<file path="src/gas_uploader_defs.svh">
// Purpose: constants for the gas reading serial uploader
// Assumes: 50 MHz module clock
// Notes:   times are given in their own unit, cycle counts derived
`ifndef GAS_UPLOADER_DEFS_SVH
`define GAS_UPLOADER_DEFS_SVH
`define CLK_HZ          50000000
`define BAUD_RATE       4800
`define BIT_CYCLES      (`CLK_HZ / `BAUD_RATE)
`define FRAME_PERIOD_MS 1000
`define FRAME_CYCLES    (`CLK_HZ / 1000 * `FRAME_PERIOD_MS)
`define WARMUP_S        30
`define WARMUP_FRAMES   (`WARMUP_S * 1000 / `FRAME_PERIOD_MS)
`define FRAME_BYTES     5
`define HEADER_BYTE     8'hAA
`define STAT_NORMAL     8'h80
`define STAT_FAULT      8'h81
`define STAT_WARMUP     8'h82
`define CONC_OVER       16'hFFFF
`endif

</file>
<file path="src/gas_uploader_pkg.sv">
// Purpose: types for the gas reading serial uploader
// Assumes: nothing
// Notes:   none
package gas_uploader_pkg;
  typedef struct packed {
    logic [7:0] status;
    logic [7:0] conc_hi;
    logic [7:0] conc_lo;
  } frame_body_t;
  typedef enum logic [1:0] {TX_IDLE, TX_START, TX_DATA, TX_STOP} tx_state_t;
endpackage

</file>
<file path="src/gas_reading_uart_uploader.sv">
// Purpose: sends a five byte reading frame once per second on a serial line
// Assumes: reading and fault inputs come from logic on clk_i
// Notes:   8N1 framing, least significant bit first
// Summary of operation
// - line runs 4800 baud, eight data bits, one stop, no parity.
// - frames are sent unasked, once every second.
// - frame is header AA, status, concentration high, low, checksum.
// - checksum is the low eight bits of the first four bytes summed.
// - status 80 normal, 81 circuit fault, 82 warming up.
// - concentration bytes are zero during warm-up.
// - over-range concentration is sent as all ones.
// - warm-up lasts about thirty seconds after power-on, then normal.
// - frames go out every second from power-on, warm-up included.
`timescale 1ns/1ns
`include "gas_uploader_defs.svh"
module gas_reading_uart_uploader #(
  parameter int FRAME_CYCLES = `FRAME_CYCLES,
  parameter int BIT_CYCLES   = `BIT_CYCLES
) (
  input  wire logic        clk_i,
  input  wire logic        rstn_i,
  input  wire logic [15:0] conc_i,
  input  wire logic        over_range_i,
  input  wire logic        fault_i,
  output logic             txd_o,
  output logic             warming_o
);
  // ----------------------------------------------------------------
  // frame timing and warm-up
  // ----------------------------------------------------------------
  logic [31:0] period_cnt;
  logic [5:0]  warm_cnt;
  logic        tick;
  logic        warm;
  assign tick = (period_cnt == 32'(FRAME_CYCLES - 1));
  assign warm = (warm_cnt != 6'(`WARMUP_FRAMES));
  always_ff @(posedge clk_i or negedge rstn_i) begin
    if (!rstn_i) begin
      period_cnt <= 32'h0000_0000;
      warm_cnt   <= 6'h00;
    end else begin
      period_cnt <= tick ? 32'h0000_0000 : period_cnt + 32'h0000_0001;
      if (tick && warm)
        warm_cnt <= warm_cnt + 6'h01;
    end
  end
  assign warming_o = warm;
  // ----------------------------------------------------------------
  // frame content
  // ----------------------------------------------------------------
  gas_uploader_pkg::frame_body_t body;
  logic [15:0] conc_sel;
  logic [7:0]  csum;
  assign conc_sel = warm ? 16'h0000 : (over_range_i ? `CONC_OVER : conc_i);
  assign body.status  = warm ? `STAT_WARMUP : (fault_i ? `STAT_FAULT : `STAT_NORMAL);
  assign body.conc_hi = conc_sel[15:8];
  assign body.conc_lo = conc_sel[7:0];
  assign csum = 8'(`HEADER_BYTE + body.status + body.conc_hi + body.conc_lo);
  logic [39:0] frame_sr;
  logic [2:0]  bytes_left;
  // ----------------------------------------------------------------
  // serial transmitter
  // ----------------------------------------------------------------
  gas_uploader_pkg::tx_state_t state;
  logic [15:0] baud_cnt;
  logic [2:0]  bit_idx;
  logic        baud_end;
  assign baud_end = (baud_cnt == 16'(BIT_CYCLES - 1));
  always_ff @(posedge clk_i or negedge rstn_i) begin
    if (!rstn_i) begin
      state      <= gas_uploader_pkg::TX_IDLE;
      baud_cnt   <= 16'h0000;
      bit_idx    <= 3'h0;
      frame_sr   <= 40'h00_0000_0000;
      bytes_left <= 3'h0;
      txd_o      <= 1'b1;
    end else begin
      baud_cnt <= (state == gas_uploader_pkg::TX_IDLE || baud_end) ? 16'h0000 : baud_cnt + 16'h0001;
      if (tick) begin
        frame_sr   <= {`HEADER_BYTE, body, csum};
        bytes_left <= 3'(`FRAME_BYTES);
      end
      unique case (state)
        gas_uploader_pkg::TX_IDLE: begin
          txd_o <= 1'b1;
          if (bytes_left != 3'h0 && !tick) begin
            state <= gas_uploader_pkg::TX_START;
            txd_o <= 1'b0;
          end
        end
        gas_uploader_pkg::TX_START: begin
          if (baud_end) begin
            state   <= gas_uploader_pkg::TX_DATA;
            bit_idx <= 3'h0;
            txd_o   <= frame_sr[32];
          end
        end
        gas_uploader_pkg::TX_DATA: begin
          if (baud_end) begin
            bit_idx <= bit_idx + 3'h1;
            if (bit_idx == 3'h7) begin
              state <= gas_uploader_pkg::TX_STOP;
              txd_o <= 1'b1;
            end else begin
              txd_o <= frame_sr[6'(33) + 6'(bit_idx)];
            end
          end
        end
        gas_uploader_pkg::TX_STOP: begin
          if (baud_end) begin
            state <= gas_uploader_pkg::TX_IDLE;
            if (!tick) begin
              frame_sr   <= {frame_sr[31:0], 8'h00};
              bytes_left <= bytes_left - 3'h1;
            end
          end
        end
      endcase
    end
  end
endmodule

</file>
<file path="config.mk">
export PLATFORM = sky130hd
export DESIGN_NAME = gas_reading_uart_uploader
export DESIGN_NICKNAME = d
export VERILOG_FILES = /design/src/gas_uploader_pkg.sv /design/src/gas_reading_uart_uploader.sv
export VERILOG_INCLUDE_DIRS = /design/src
export SDC_FILE = /design/constraint.sdc
export NUM_CORES = 1
export LEC_CHECK = 0
export BUFFER_PORTS_ARGS = -buffer_cell sky130_fd_sc_hd__buf_2
export CAP_MARGIN = 25
export CORE_MARGIN = 1
export CORE_UTILIZATION = 55
export DETAILED_ROUTE_END_ITERATION = 8
export PLACE_DENSITY = 0.78
export REMOVE_ABC_BUFFERS = 1
export SYNTH_ARGS = -nofsm -noshare
export SYNTH_HDL_FRONTEND = slang
export SYNTH_SLANG_ARGS = --single-unit
export TNS_END_PERCENT = 10
</file>
<file path="constraint.sdc">
create_clock -name clk_i -period 6.6 [get_ports clk_i]
set_input_delay 1.65 -clock clk_i [delete_from_list [all_inputs] [get_ports clk_i]]
set_output_delay 1.65 -clock clk_i [all_outputs]
set_load 0.02 [all_outputs]
</file>
==> flow_summary_export.csv, run 1 <==
group,metric,value,unit
clock_network,cts_tree,"built",
synth,synth_cells,544,
worst_setup_path,slowest_delay,0.45,ns
grt,grt_pass1_wl,16200,um
die,rows,35,
hold_path,hp-class,"flop to flop",
grt,grt_max_degree,80,
worst_setup_path,slowest_stage,"dfrtp_1",
clock_network,htreeDepth,3,
drt,wl,9310,um
drt,first_pass_iters,5,
die,ios,22,
synth,syn_area,5410,um^2
drt,drc,0,
worst_setup_path,critical_path_class,"flop to output pin",
grt,antenna_found_initial,0,
worst_setup_path,arrival,2.03,ns
drt,drt_iter0_markers,190,
cells_and_area,synthToLayoutAreaGrowth,7.14,%
sta,setup_tns,0,ns
sta,hold_viol_final,0,
synth,synth.avg_cell_area,9.95,um^2
clock_network,clk_latency,0.37,ns
drt,wl_per_cell,13.4,um
synth,yosys_register_bits,103,
synth,synthMuxAreaShare,7.33,%
outcome,outcome,"finished clean",
sta,tightest_slew,0.783,ns
synth,yosysSeqAreaShare,47.7,%
worst_setup_path,crit_fanout,14,
die,die_w,101,um
clock_network,hold_buffers,0,
drt,vias,3790,
job,drv_cap,0,
clock_network,clk_pin_slew_worst_paths,0.11,ns
sta,skew,0.0123,ns
sta,min_period_over_period,55.7,%
synth,yosys.cell_types.count,45,
sta,slew_headroom,47.1,%
synth,synth_edf_count,0,
synth,synth-xor-area-share,8.74,%
cells_and_area,layout.cells.non_filler,693,
clock_network,post-cts-setup-buffers,0,
cells_and_area,nets,604,
place,dpl.hpwl,6500,um
drt,viasPerCell,5.47,
sta,rsz0062_at_grt,"no",
die,core,9370,um^2
place,place_congestion,0.813,
sta,achievable-frequency,272,MHz
synth,yosys.area_share.adder,6.06,%
pwr,p_per_area,176,nW/um^2
drt,ant_nets,0,
worst_setup_path,r2r_slack,3.31,ns
sta,maxSlewViolCount,0,
die,die_y,101,um
synth,yosys_warnings,0,
synth,synth_compound_area_share,6.24,%
place,dp_cells,676,
cells_and_area,nFillCells,780,
die,initial_utilization,57.7,%
synth,synth-simple-area-share,20.4,%
cells_and_area,drive_gt1_share,11.3,%
worst_setup_path,end_kind,"output pin",
clock_network,clockBufferDepth,2,
synth,ys.flop_type,"dfrtp_1",
clock_network,cts-root-buf,"clkbuf_8",
grt,grt.overflow.total,0,
clock_network,numCtsBuffers,9,
grt,grt_usage,20.2,%
cells_and_area,diodes,0,
clock_network,clock-sinks,103,
pwr,p_leak,0.00285,uW
die,die-area,10200,um^2
worst_setup_path,worstSetupStartpointType,"flop",
pwr,ir_drop,94.0,uV
sta,fin_crit,3.68,ns
sta,setup_viol,0,
clock_network,ctsResizeCount,0,
synth,synth_top_family_by_area,"simple AND/OR/NAND/NOR gates",
worst_setup_path,crit_top_cell,"inv_1",
worst_setup_path,required,4.95,ns
synth,async_flop_share,100,%
grt,grt_pass1_vias,3598,
worst_setup_path,crit_chain,"inv_1 > ha_1 > and3_1 > inv_1 > buf_2",
place,port_buffers,21,
==> cell families after synthesis <==
group | after synthesis
simple gates | 228
flops | 103
compound gates | 56
xor+xnor | 54
buf+inv | 42
mux | 36
fa+ha+maj | 25
==> worst max-delay path, delay by kind of cell (launching register included) <==
family,cells,cell delay [ns]
buf+inv,3,0.68
flops,1,0.45
simple gates,1,0.29
fa+ha+maj,1,0.22
==> registers in the layout, summed over array words and instances, names as in the netlist <==
register    count
txd_o           1
warm_cnt        6
bit_idx         3
state           2
bytes_left      3
baud_cnt       16
period_cnt     32
frame_sr       40
==> metrics by stage <==
step / worst slack, ns / hold WS, ns / power [uW] / utilization [%] / cell area, um^2
after floorplan: 3.10 / 0.434 / 645 / - / 5290
after global placement: 2.68 / 0.455 / 665 / 59.6 / 5590
after detailed placement: 2.59 / 0.449 / 666 / 59.7 / 5590
after CTS: 2.90 / 0.474 / 1030 / 61.6 / 5770
after global routing: 2.75 / 0.496 / 1060 / 61.9 / 5800
final: 2.92 / 0.472 / 1020 / 61.9 / 5800
==> synthesized netlist by cell type (all sizes together), types with 6 or more instances <==
cell | instances | area [um^2]
a21oi | 16 | 80.1
and3 | 12 | 75.1
buf | 13 | 86.3
clkbuf | 9 | 33.8
dfrtp | 102 | 2550
ha | 23 | 288
inv | 20 | 75.1
mux2 | 9 | 101
mux2i | 25 | 250
nand2 | 50 | 188
nand3 | 42 | 210
nand4 | 8 | 50.1
nor2 | 78 | 293
nor3 | 12 | 60.1
o21a | 10 | 75.1
o21ai | 21 | 105
or3 | 6 | 42.5
xnor2 | 27 | 236
xor2 | 27 | 236
==> final timing paths <==
| kind | depth (start not counted) | start | to |
|---|---|---|---|
| max | 5 | warm_cnt[0]$_DFFE_PN0P_ | warming_o |
| min | 1 | warm_cnt[4]$_DFFE_PN0P_ | warm_cnt[4]$_DFFE_PN0P_ |
| max reg2reg | 13 | warm_cnt[0]$_DFFE_PN0P_ | frame_sr[6]$_DFF_PN0_ |
| min reg2reg | 1 | warm_cnt[4]$_DFFE_PN0P_ | warm_cnt[4]$_DFFE_PN0P_ |
| max in group asynchronous | 3 | rstn_i | txd_o$_DFFE_PN1P_ |
| min in group asynchronous | 1 | rstn_i | baud_cnt[6]$_DFF_PN0_ |
==> layout by cell type, fill, tap and decap left out, drive strengths merged, types with 2 or more instances in the layout <==
cell type	n
o21a	10
nand3	42
or3	6
clkbuf	9
nor3	12
or4b	3
nor2b	2
xnor2	27
nor4	5
mux2i	25
fa	2
inv	22
and2	2
ha	23
and3	12
buf	26
nand2	50
dfrtp	102
clkinv	4
nand4	8
mux2	9
nor2	78
xor2	27
mux4	2
a21oi	16
and4	3
or2	2
o21ai	21
==> routing by layer <==
metal,share of wire [%],GRT usage [%],wire length [um]
met2,47,32.5,4410
met1,47,27.4,4410
met5,0,0,0
met3,2.9,2.62,267
met4,2.4,9.48,224
==> report_power, final <==
group | total [uW] | switching [uW] | internal, uW
Sequential | 631 | 0 | 631
Clock | 365 | 224 | 141
Combinational | 23.5 | 16.2 | 7.27
Total | 1020 | 240 | 779
==> area by class of cell <==
class / count / area (um^2) / area share [%]
Clock buffer: 9 / 124 / 2.14
Multi-Input combinational cell: 399 / 2640 / 45.5
Timing Repair Buffer: 26 / 163 / 2.81
Tap cell: 129 / 161 / 2.78
Inverter: 20 / 75.1 / 1.29
Sequential cell: 103 / 2580 / 44.5
Clock inverter: 7 / 56.3 / 0.971
(Power assumes the default switching activity.)
==> run 2, diff against run 1 <==
- PLACE_DENSITY: 0.78 -> 0.81
- clock period: 6.6 -> 3.35 ns (I/O delays scaled with it)
==> run 2 against run 1 <==
Combinational power up 85%. Hold slack worse by 0.0080 ns. Die area unchanged. Largest power group unchanged. Highest routed layer unchanged.
==> flow_summary_export.csv, run 2 (synthesis gave the netlist of run 1 again) <==
group,metric,value,unit
sta,skew,0.0126,ns
drt,first_pass_iters,4,
worst_setup_path,r2r_start,"warm_cnt[0]$_DFFE_PN0P_",
grt,grt_pass1_wl,17200,um
cells_and_area,synthToLayoutAreaGrowth,8.79,%
hold_path,hp-class,"flop to flop",
worst_setup_path,crit_fanout,11,
sta,achievable-frequency,320,MHz
drt,drt_iter0_markers,178,
sta,rsz0062_at_grt,"no",
cells_and_area,largestRegisters,"frame_sr (40), period_cnt (32), baud_cnt (16)",
worst_setup_path,worstReg2RegEnd,"frame_sr[7]$_DFF_PN0_",
grt,grt_pass1_vias,3714,
sta,min_period_over_period,93.3,%
job,drv_cap,0,
clock_network,hold_buffers,0,
pwr,power,2140,uW
die,core,9370,um^2
drt,wl_met1,4660,um
worst_setup_path,end_kind,"flop",
pwr,p_sw,462,uW
outcome,outcome,"finished clean",
die,die_y,101,um
cells_and_area,largest-register,"frame_sr",
pwr,p_seq_share,57.9,%
die,initial_utilization,57.7,%
pwr,ir_drop,184,uV
clock_network,cts_tree,"built",
cells_and_area,multi_input_area,2650,um^2
drt,drc,0,
drt,ant_nets,0,
worst_setup_path,r2r_slack,0.23,ns
sta,hold_viol_final,0,
cells_and_area,nets,608,
sta,fin_crit,3.12,ns
sta,setup_viol,0,
cells_and_area,drive_gt1_share,12.1,%
worst_setup_path,arrival,3.35,ns
worst_setup_path,required,3.58,ns
pwr,switching_share,21.6,%
hold_path,hold_end,"warm_cnt[4]$_DFFE_PN0P_",
cells_and_area,final_common_cell,"dfrtp_1",
grt,antenna_found_initial,0,
cells_and_area,area.sequential,2580,um^2
pwr,p_per_area,364,nW/um^2
die,die_w,101,um
place,port_buffers,21,
die,die-area,10200,um^2
drt,wl_met3,305,um
hold_path,holdCritStartpoint,"warm_cnt[4]$_DFFE_PN0P_",
drt,wl,9940,um
worst_setup_path,slowest_delay,0.49,ns
place,place_congestion,0.846,
pwr,p_comb_share,2.0,%
clock_network,clock-sinks,103,
grt,grt_usage,21.6,%
clock_network,clk_latency,0.36,ns
sta,timing.hold.ws,0.464,ns
clock_network,cts-root-buf,"clkbuf_8",
cells_and_area,largest_reg_flops,40,
drt,top_layer_used,"met4",
clock_network,htreeDepth,3,
worst_setup_path,critical_path_class,"flop to flop",
cells_and_area,diodes,0,
sta,tightest_slew,0.729,ns
clock_network,clockBufferDepth,2,
worst_setup_path,crit_chain,"inv_1 > ha_1 > and3_4 > o21ai_0 > fa_1 > inv_1 > ha_1 > o21a_1 > a41o_1 > a41oi_1 > o21a_1 > xnor2_1 > o21ai_0",
sta,setup_tns,0,ns
drt,vias,3874,
drt,wl_per_cell,14.3,um
worst_setup_path,slowest_stage,"fa_1",
place,dpl.hpwl,6780,um
clock_network,numCtsBuffers,9,
grt,grt.overflow.total,0,
hold_path,hold_path_depth,1,
worst_setup_path,reg2reg_depth,13,
worst_setup_path,worstSetupStartpointType,"flop",
pwr,internal-power,1680,uW
cells_and_area,nFillCells,774,
clock_network,clk_pin_slew_worst_paths,0.10,ns
grt,grt_max_degree,62,
pwr,p_leak,0.00289,uW
drt,route.met2.wl,4810,um
pwr,p_clk_share,40.0,%
die,rows,35,
die,ios,22,
sta,slew_headroom,51.4,%
cells_and_area,mostFrequentLayoutCells,"102 x dfrtp_1, 78 x nor2_1, 49 x nand2_1",
sta,maxSlewViolCount,0,
drt,viasPerCell,5.56,
-- run 2: cell count changes in the layout (fill, tap and decap cells not counted), sizes merged --
cell,previous run,this run
clkinv,4,1
bufinv,0,2
buf,26,30
inv,22,20
clkinvlp,1,3
clkbuf,9,10
-- run 2: layout make-up --
class | count | share of cell area (%)
Timing Repair Buffer | 30 | 3.40
Multi-Input combinational cell | 399 | 44.9
Tap cell | 129 | 2.74
Clock inverter | 6 | 1.62
Inverter | 20 | 1.34
Sequential cell | 103 | 43.8
Clock buffer | 10 | 2.17
-- run 2: metal layers --
| metal | track usage [%] | vias up |
|---|---|---|
| met5 | 0 | - |
| met4 | 6.35 | 0 |
| met3 | 4.21 | 18 |
| met2 | 35.7 | 76 |
| met1 | 29.1 | 1888 |
| li1 | - | 1892 |
-- run 2: worst max-delay path: cells and delay by family (launching register included) --
family	cells	cell delay, ns
compound gates	6	1.08
fa+ha+maj	3	0.91
flops	1	0.45
simple gates	1	0.28
buf+inv	2	0.17
xor+xnor	1	0.11
-- run 2: timing repair --
action | 4_1_cts | 5_1_grt
resized for setup | 0 | 3
buffers inserted | 0 | 2
hold endpoints to repair | 0 | 0
endpoints found under the setup margin | 0 | 4
-- run 2: power by group through the flow --
| stage | Sequential, uW | Clock, uW | Combinational [uW] |
|---|---|---|---|
| 2_1_floorplan | 1270 | 0 | 3.94 |
| 3_3_place_gp | 1270 | 0 | 44.6 |
| 3_5_place_dp | 1270 | 0 | 45.6 |
| 4_1_cts | 1240 | 877 | 45.8 |
| 5_1_grt | 1240 | 929 | 51.8 |
| 6_report | 1240 | 859 | 43.5 |
-- run 2: worst max path at each step --
| stage | start | end | slack (ns) | depth (start not counted) |
|---|---|---|---|---|
| floorplan | period_cnt[16]$_DFF_PN0_ | warm_cnt[3]$_DFFE_PN0P_ | 0.04 | 6 |
| global placement | over_range_i | frame_sr[7]$_DFF_PN0_ | 0.27 | 11 |
| detailed placement | warm_cnt[0]$_DFFE_PN0P_ | frame_sr[6]$_DFF_PN0_ | 0.13 | 13 |
| CTS | warm_cnt[0]$_DFFE_PN0P_ | frame_sr[6]$_DFF_PN0_ | 0.07 | 13 |
| global route | warm_cnt[0]$_DFFE_PN0P_ | frame_sr[7]$_DFF_PN0_ | 0.04 | 13 |
| finish | warm_cnt[0]$_DFFE_PN0P_ | frame_sr[7]$_DFF_PN0_ | 0.23 | 13 |
-- run 2: stage by stage --
stage | utilization [%] | setup WS, ns | instances | cell area (um^2)
detailed placement | 60.1 | 0.126 | 679 | 5630
global placement | 60.1 | 0.265 | 679 | 5630
floorplan | - | 0.0427 | 522 | 5290
CTS | 62.4 | 0.0705 | 695 | 5850
finish | 62.8 | 0.226 | 697 | 5890
global route | 62.8 | 0.0417 | 697 | 5890
==> run 3, diff against run 2 <==
- CORE_UTILIZATION: 55 -> 50
- PLACE_DENSITY: 0.81 -> 0.75
==> run 3 against run 2 <==
Critical path depth did not move. Combinational power rose by 2%. Utilization fell by 6.6 points. Clock power fell by 14%. Via count barely moved. Wire length rose by 0.93%. Non-clock buffer count fell by 2. First-iteration DRC count rose by 2.2%. Clock-buffer cell count rose by 1. Final area fell by 0.62%. Die area rose by 9.8%.
==> flow_summary_export.csv, run 3 (synthesis gave the netlist of run 1 again) <==
group,metric,value,unit
worst_setup_path,reg2reg_depth,13,
drt,wl_per_cell,14.3,um
cells_and_area,diodes,0,
outcome,outcome,"finished clean",
cells_and_area,drive_gt1_share,11.8,%
clock_network,htreeDepth,3,
drt,wl,10000,um
cells_and_area,largestRegisters,"frame_sr (40), period_cnt (32), baud_cnt (16)",
clock_network,cts-root-buf,"clkbuf_8",
sta,setup_tns,0,ns
place,port_buffers,21,
grt,grt.overflow.total,0,
clock_network,clockBufferDepth,2,
cells_and_area,final_common_cell,"dfrtp_1",
grt,grt_pass1_vias,3858,
die,core,10400,um^2
worst_setup_path,worstSetupStartpointType,"flop",
drt,vias,3872,
die,die_y,106,um
clock_network,cts_tree,"built",
cells_and_area,largest-register,"frame_sr",
drt,viasPerCell,5.52,
die,initial_utilization,52.0,%
worst_setup_path,crit_fanout,11,
clock_network,clk_pin_slew_worst_paths,0.10,ns
die,rows,37,
die,die_w,106,um
job,drv_cap,0,
worst_setup_path,arrival,3.35,ns
place,dp_slack,0.0616,ns
grt,grt_usage,19.4,%
drt,drc,0,
clock_network,hold_buffers,0,
die,ios,22,
grt,antenna_found_initial,0,
pwr,p_per_area,347,nW/um^2
worst_setup_path,required,3.62,ns
sta,setup_viol,0,
cells_and_area,nets,606,
sta,slew_headroom,57.8,%
cells_and_area,largest_reg_flops,40,
sta,fin_crit,3.08,ns
drt,first_pass_iters,4,
drt,drt_iter0_markers,182,
sta,rsz0062_at_grt,"no",
sta,min_period_over_period,91.9,%
grt,grt_pass1_wl,17500,um
hold_path,hp-class,"input port to asynchronous set/reset pin",
clock_network,numCtsBuffers,9,
cells_and_area,synthToLayoutAreaGrowth,8.12,%
cells_and_area,mostFrequentLayoutCells,"102 x dfrtp_1, 78 x nor2_1, 49 x nand2_1",
pwr,p_leak,0.00287,uW
worst_setup_path,end_kind,"flop",
sta,maxSlewViolCount,0,
place,place_congestion,0.851,
cells_and_area,nFillCells,896,
sta,setup_slack,0.271,ns
place,dpl.hpwl,6900,um
sta,skew,0.0102,ns
sta,achievable-frequency,325,MHz
grt,grt_max_degree,69,
sta,tightest_slew,0.629,ns
drt,ant_nets,0,
sta,hold_viol_final,0,
pwr,ir_drop,191,uV
clock_network,clk_latency,0.37,ns
worst_setup_path,critical_path_class,"flop to flop",
die,die-area,11200,um^2
clock_network,clock-sinks,103,
run 3: final cells by class:
type | instances | area [um^2] | share of cell area, %
multi-input cells | 399 | 2650 | 45.2
flip-flops and latches | 103 | 2580 | 44.1
well taps | 136 | 170 | 2.91
clock buffers | 11 | 141 | 2.42
inverters | 20 | 78.8 | 1.35
repair buffers | 28 | 198 | 3.38
clock inverters | 5 | 38.8 | 0.663
run 3: worst paths after layout:
path                                          start                       end  slack, ns
setup / recovery            warm_cnt[0]$_DFFE_PN0P_     frame_sr[6]$_DFF_PN0_       0.27
hold / removal                               rstn_i     baud_cnt[0]$_DFF_PN0_       0.41
setup reg to reg            warm_cnt[0]$_DFFE_PN0P_     frame_sr[6]$_DFF_PN0_       0.27
hold reg to reg            period_cnt[31]$_DFF_PN0_  period_cnt[31]$_DFF_PN0_       0.48
max in group asynchronous                    rstn_i  period_cnt[21]$_DFF_PN0_       2.23
min in group clk_i         period_cnt[31]$_DFF_PN0_  period_cnt[31]$_DFF_PN0_       0.48
run 3: stage by stage:
stage | instances | power (uW) | cell area, um^2 | hold WS (ns) | utilization [%]
floorplan | 522 | 1270 | 5290 | 0.434 | -
global placement | 684 | 1310 | 5650 | 0.459 | 54.2
detailed placement | 684 | 1310 | 5650 | 0.460 | 54.2
CTS | 700 | 2050 | 5830 | 0.418 | 55.9
global route | 702 | 2110 | 5850 | 0.433 | 56.2
finish | 702 | 2030 | 5850 | 0.409 | 56.2
run 3: layer usage:
metal	global-route usage, %	routed length, um
met1	24.4	4480
met2	33.1	4970
met3	4.97	438
met4	5.65	138
met5	0	0
run 3: power by group:
part	switching [uW]	internal, uW
Combinational	31.7	12.6
Sequential	0	1240
Clock	444	298
Total	476	1550
run 3: what timing repair did:
item | CTS | global route
resized for setup | 0 | 3
endpoints found under the setup margin | 0 | 4
buffers inserted | 0 | 2
run 3: critical path: stages, from the launching register on:
cell and delay [ns]:
dfrtp_1 0.45, inv_1 0.09, ha_1 0.21, and3_4 0.28
clkinvlp_4 0.15, nor2_1 0.23, ha_1 0.28, ha_1 0.35
nor2b_1 0.15, o21a_1 0.17, o21ai_0 0.27, mux2i_1 0.11
o21ai_0 0.16, nand2_1 0.07
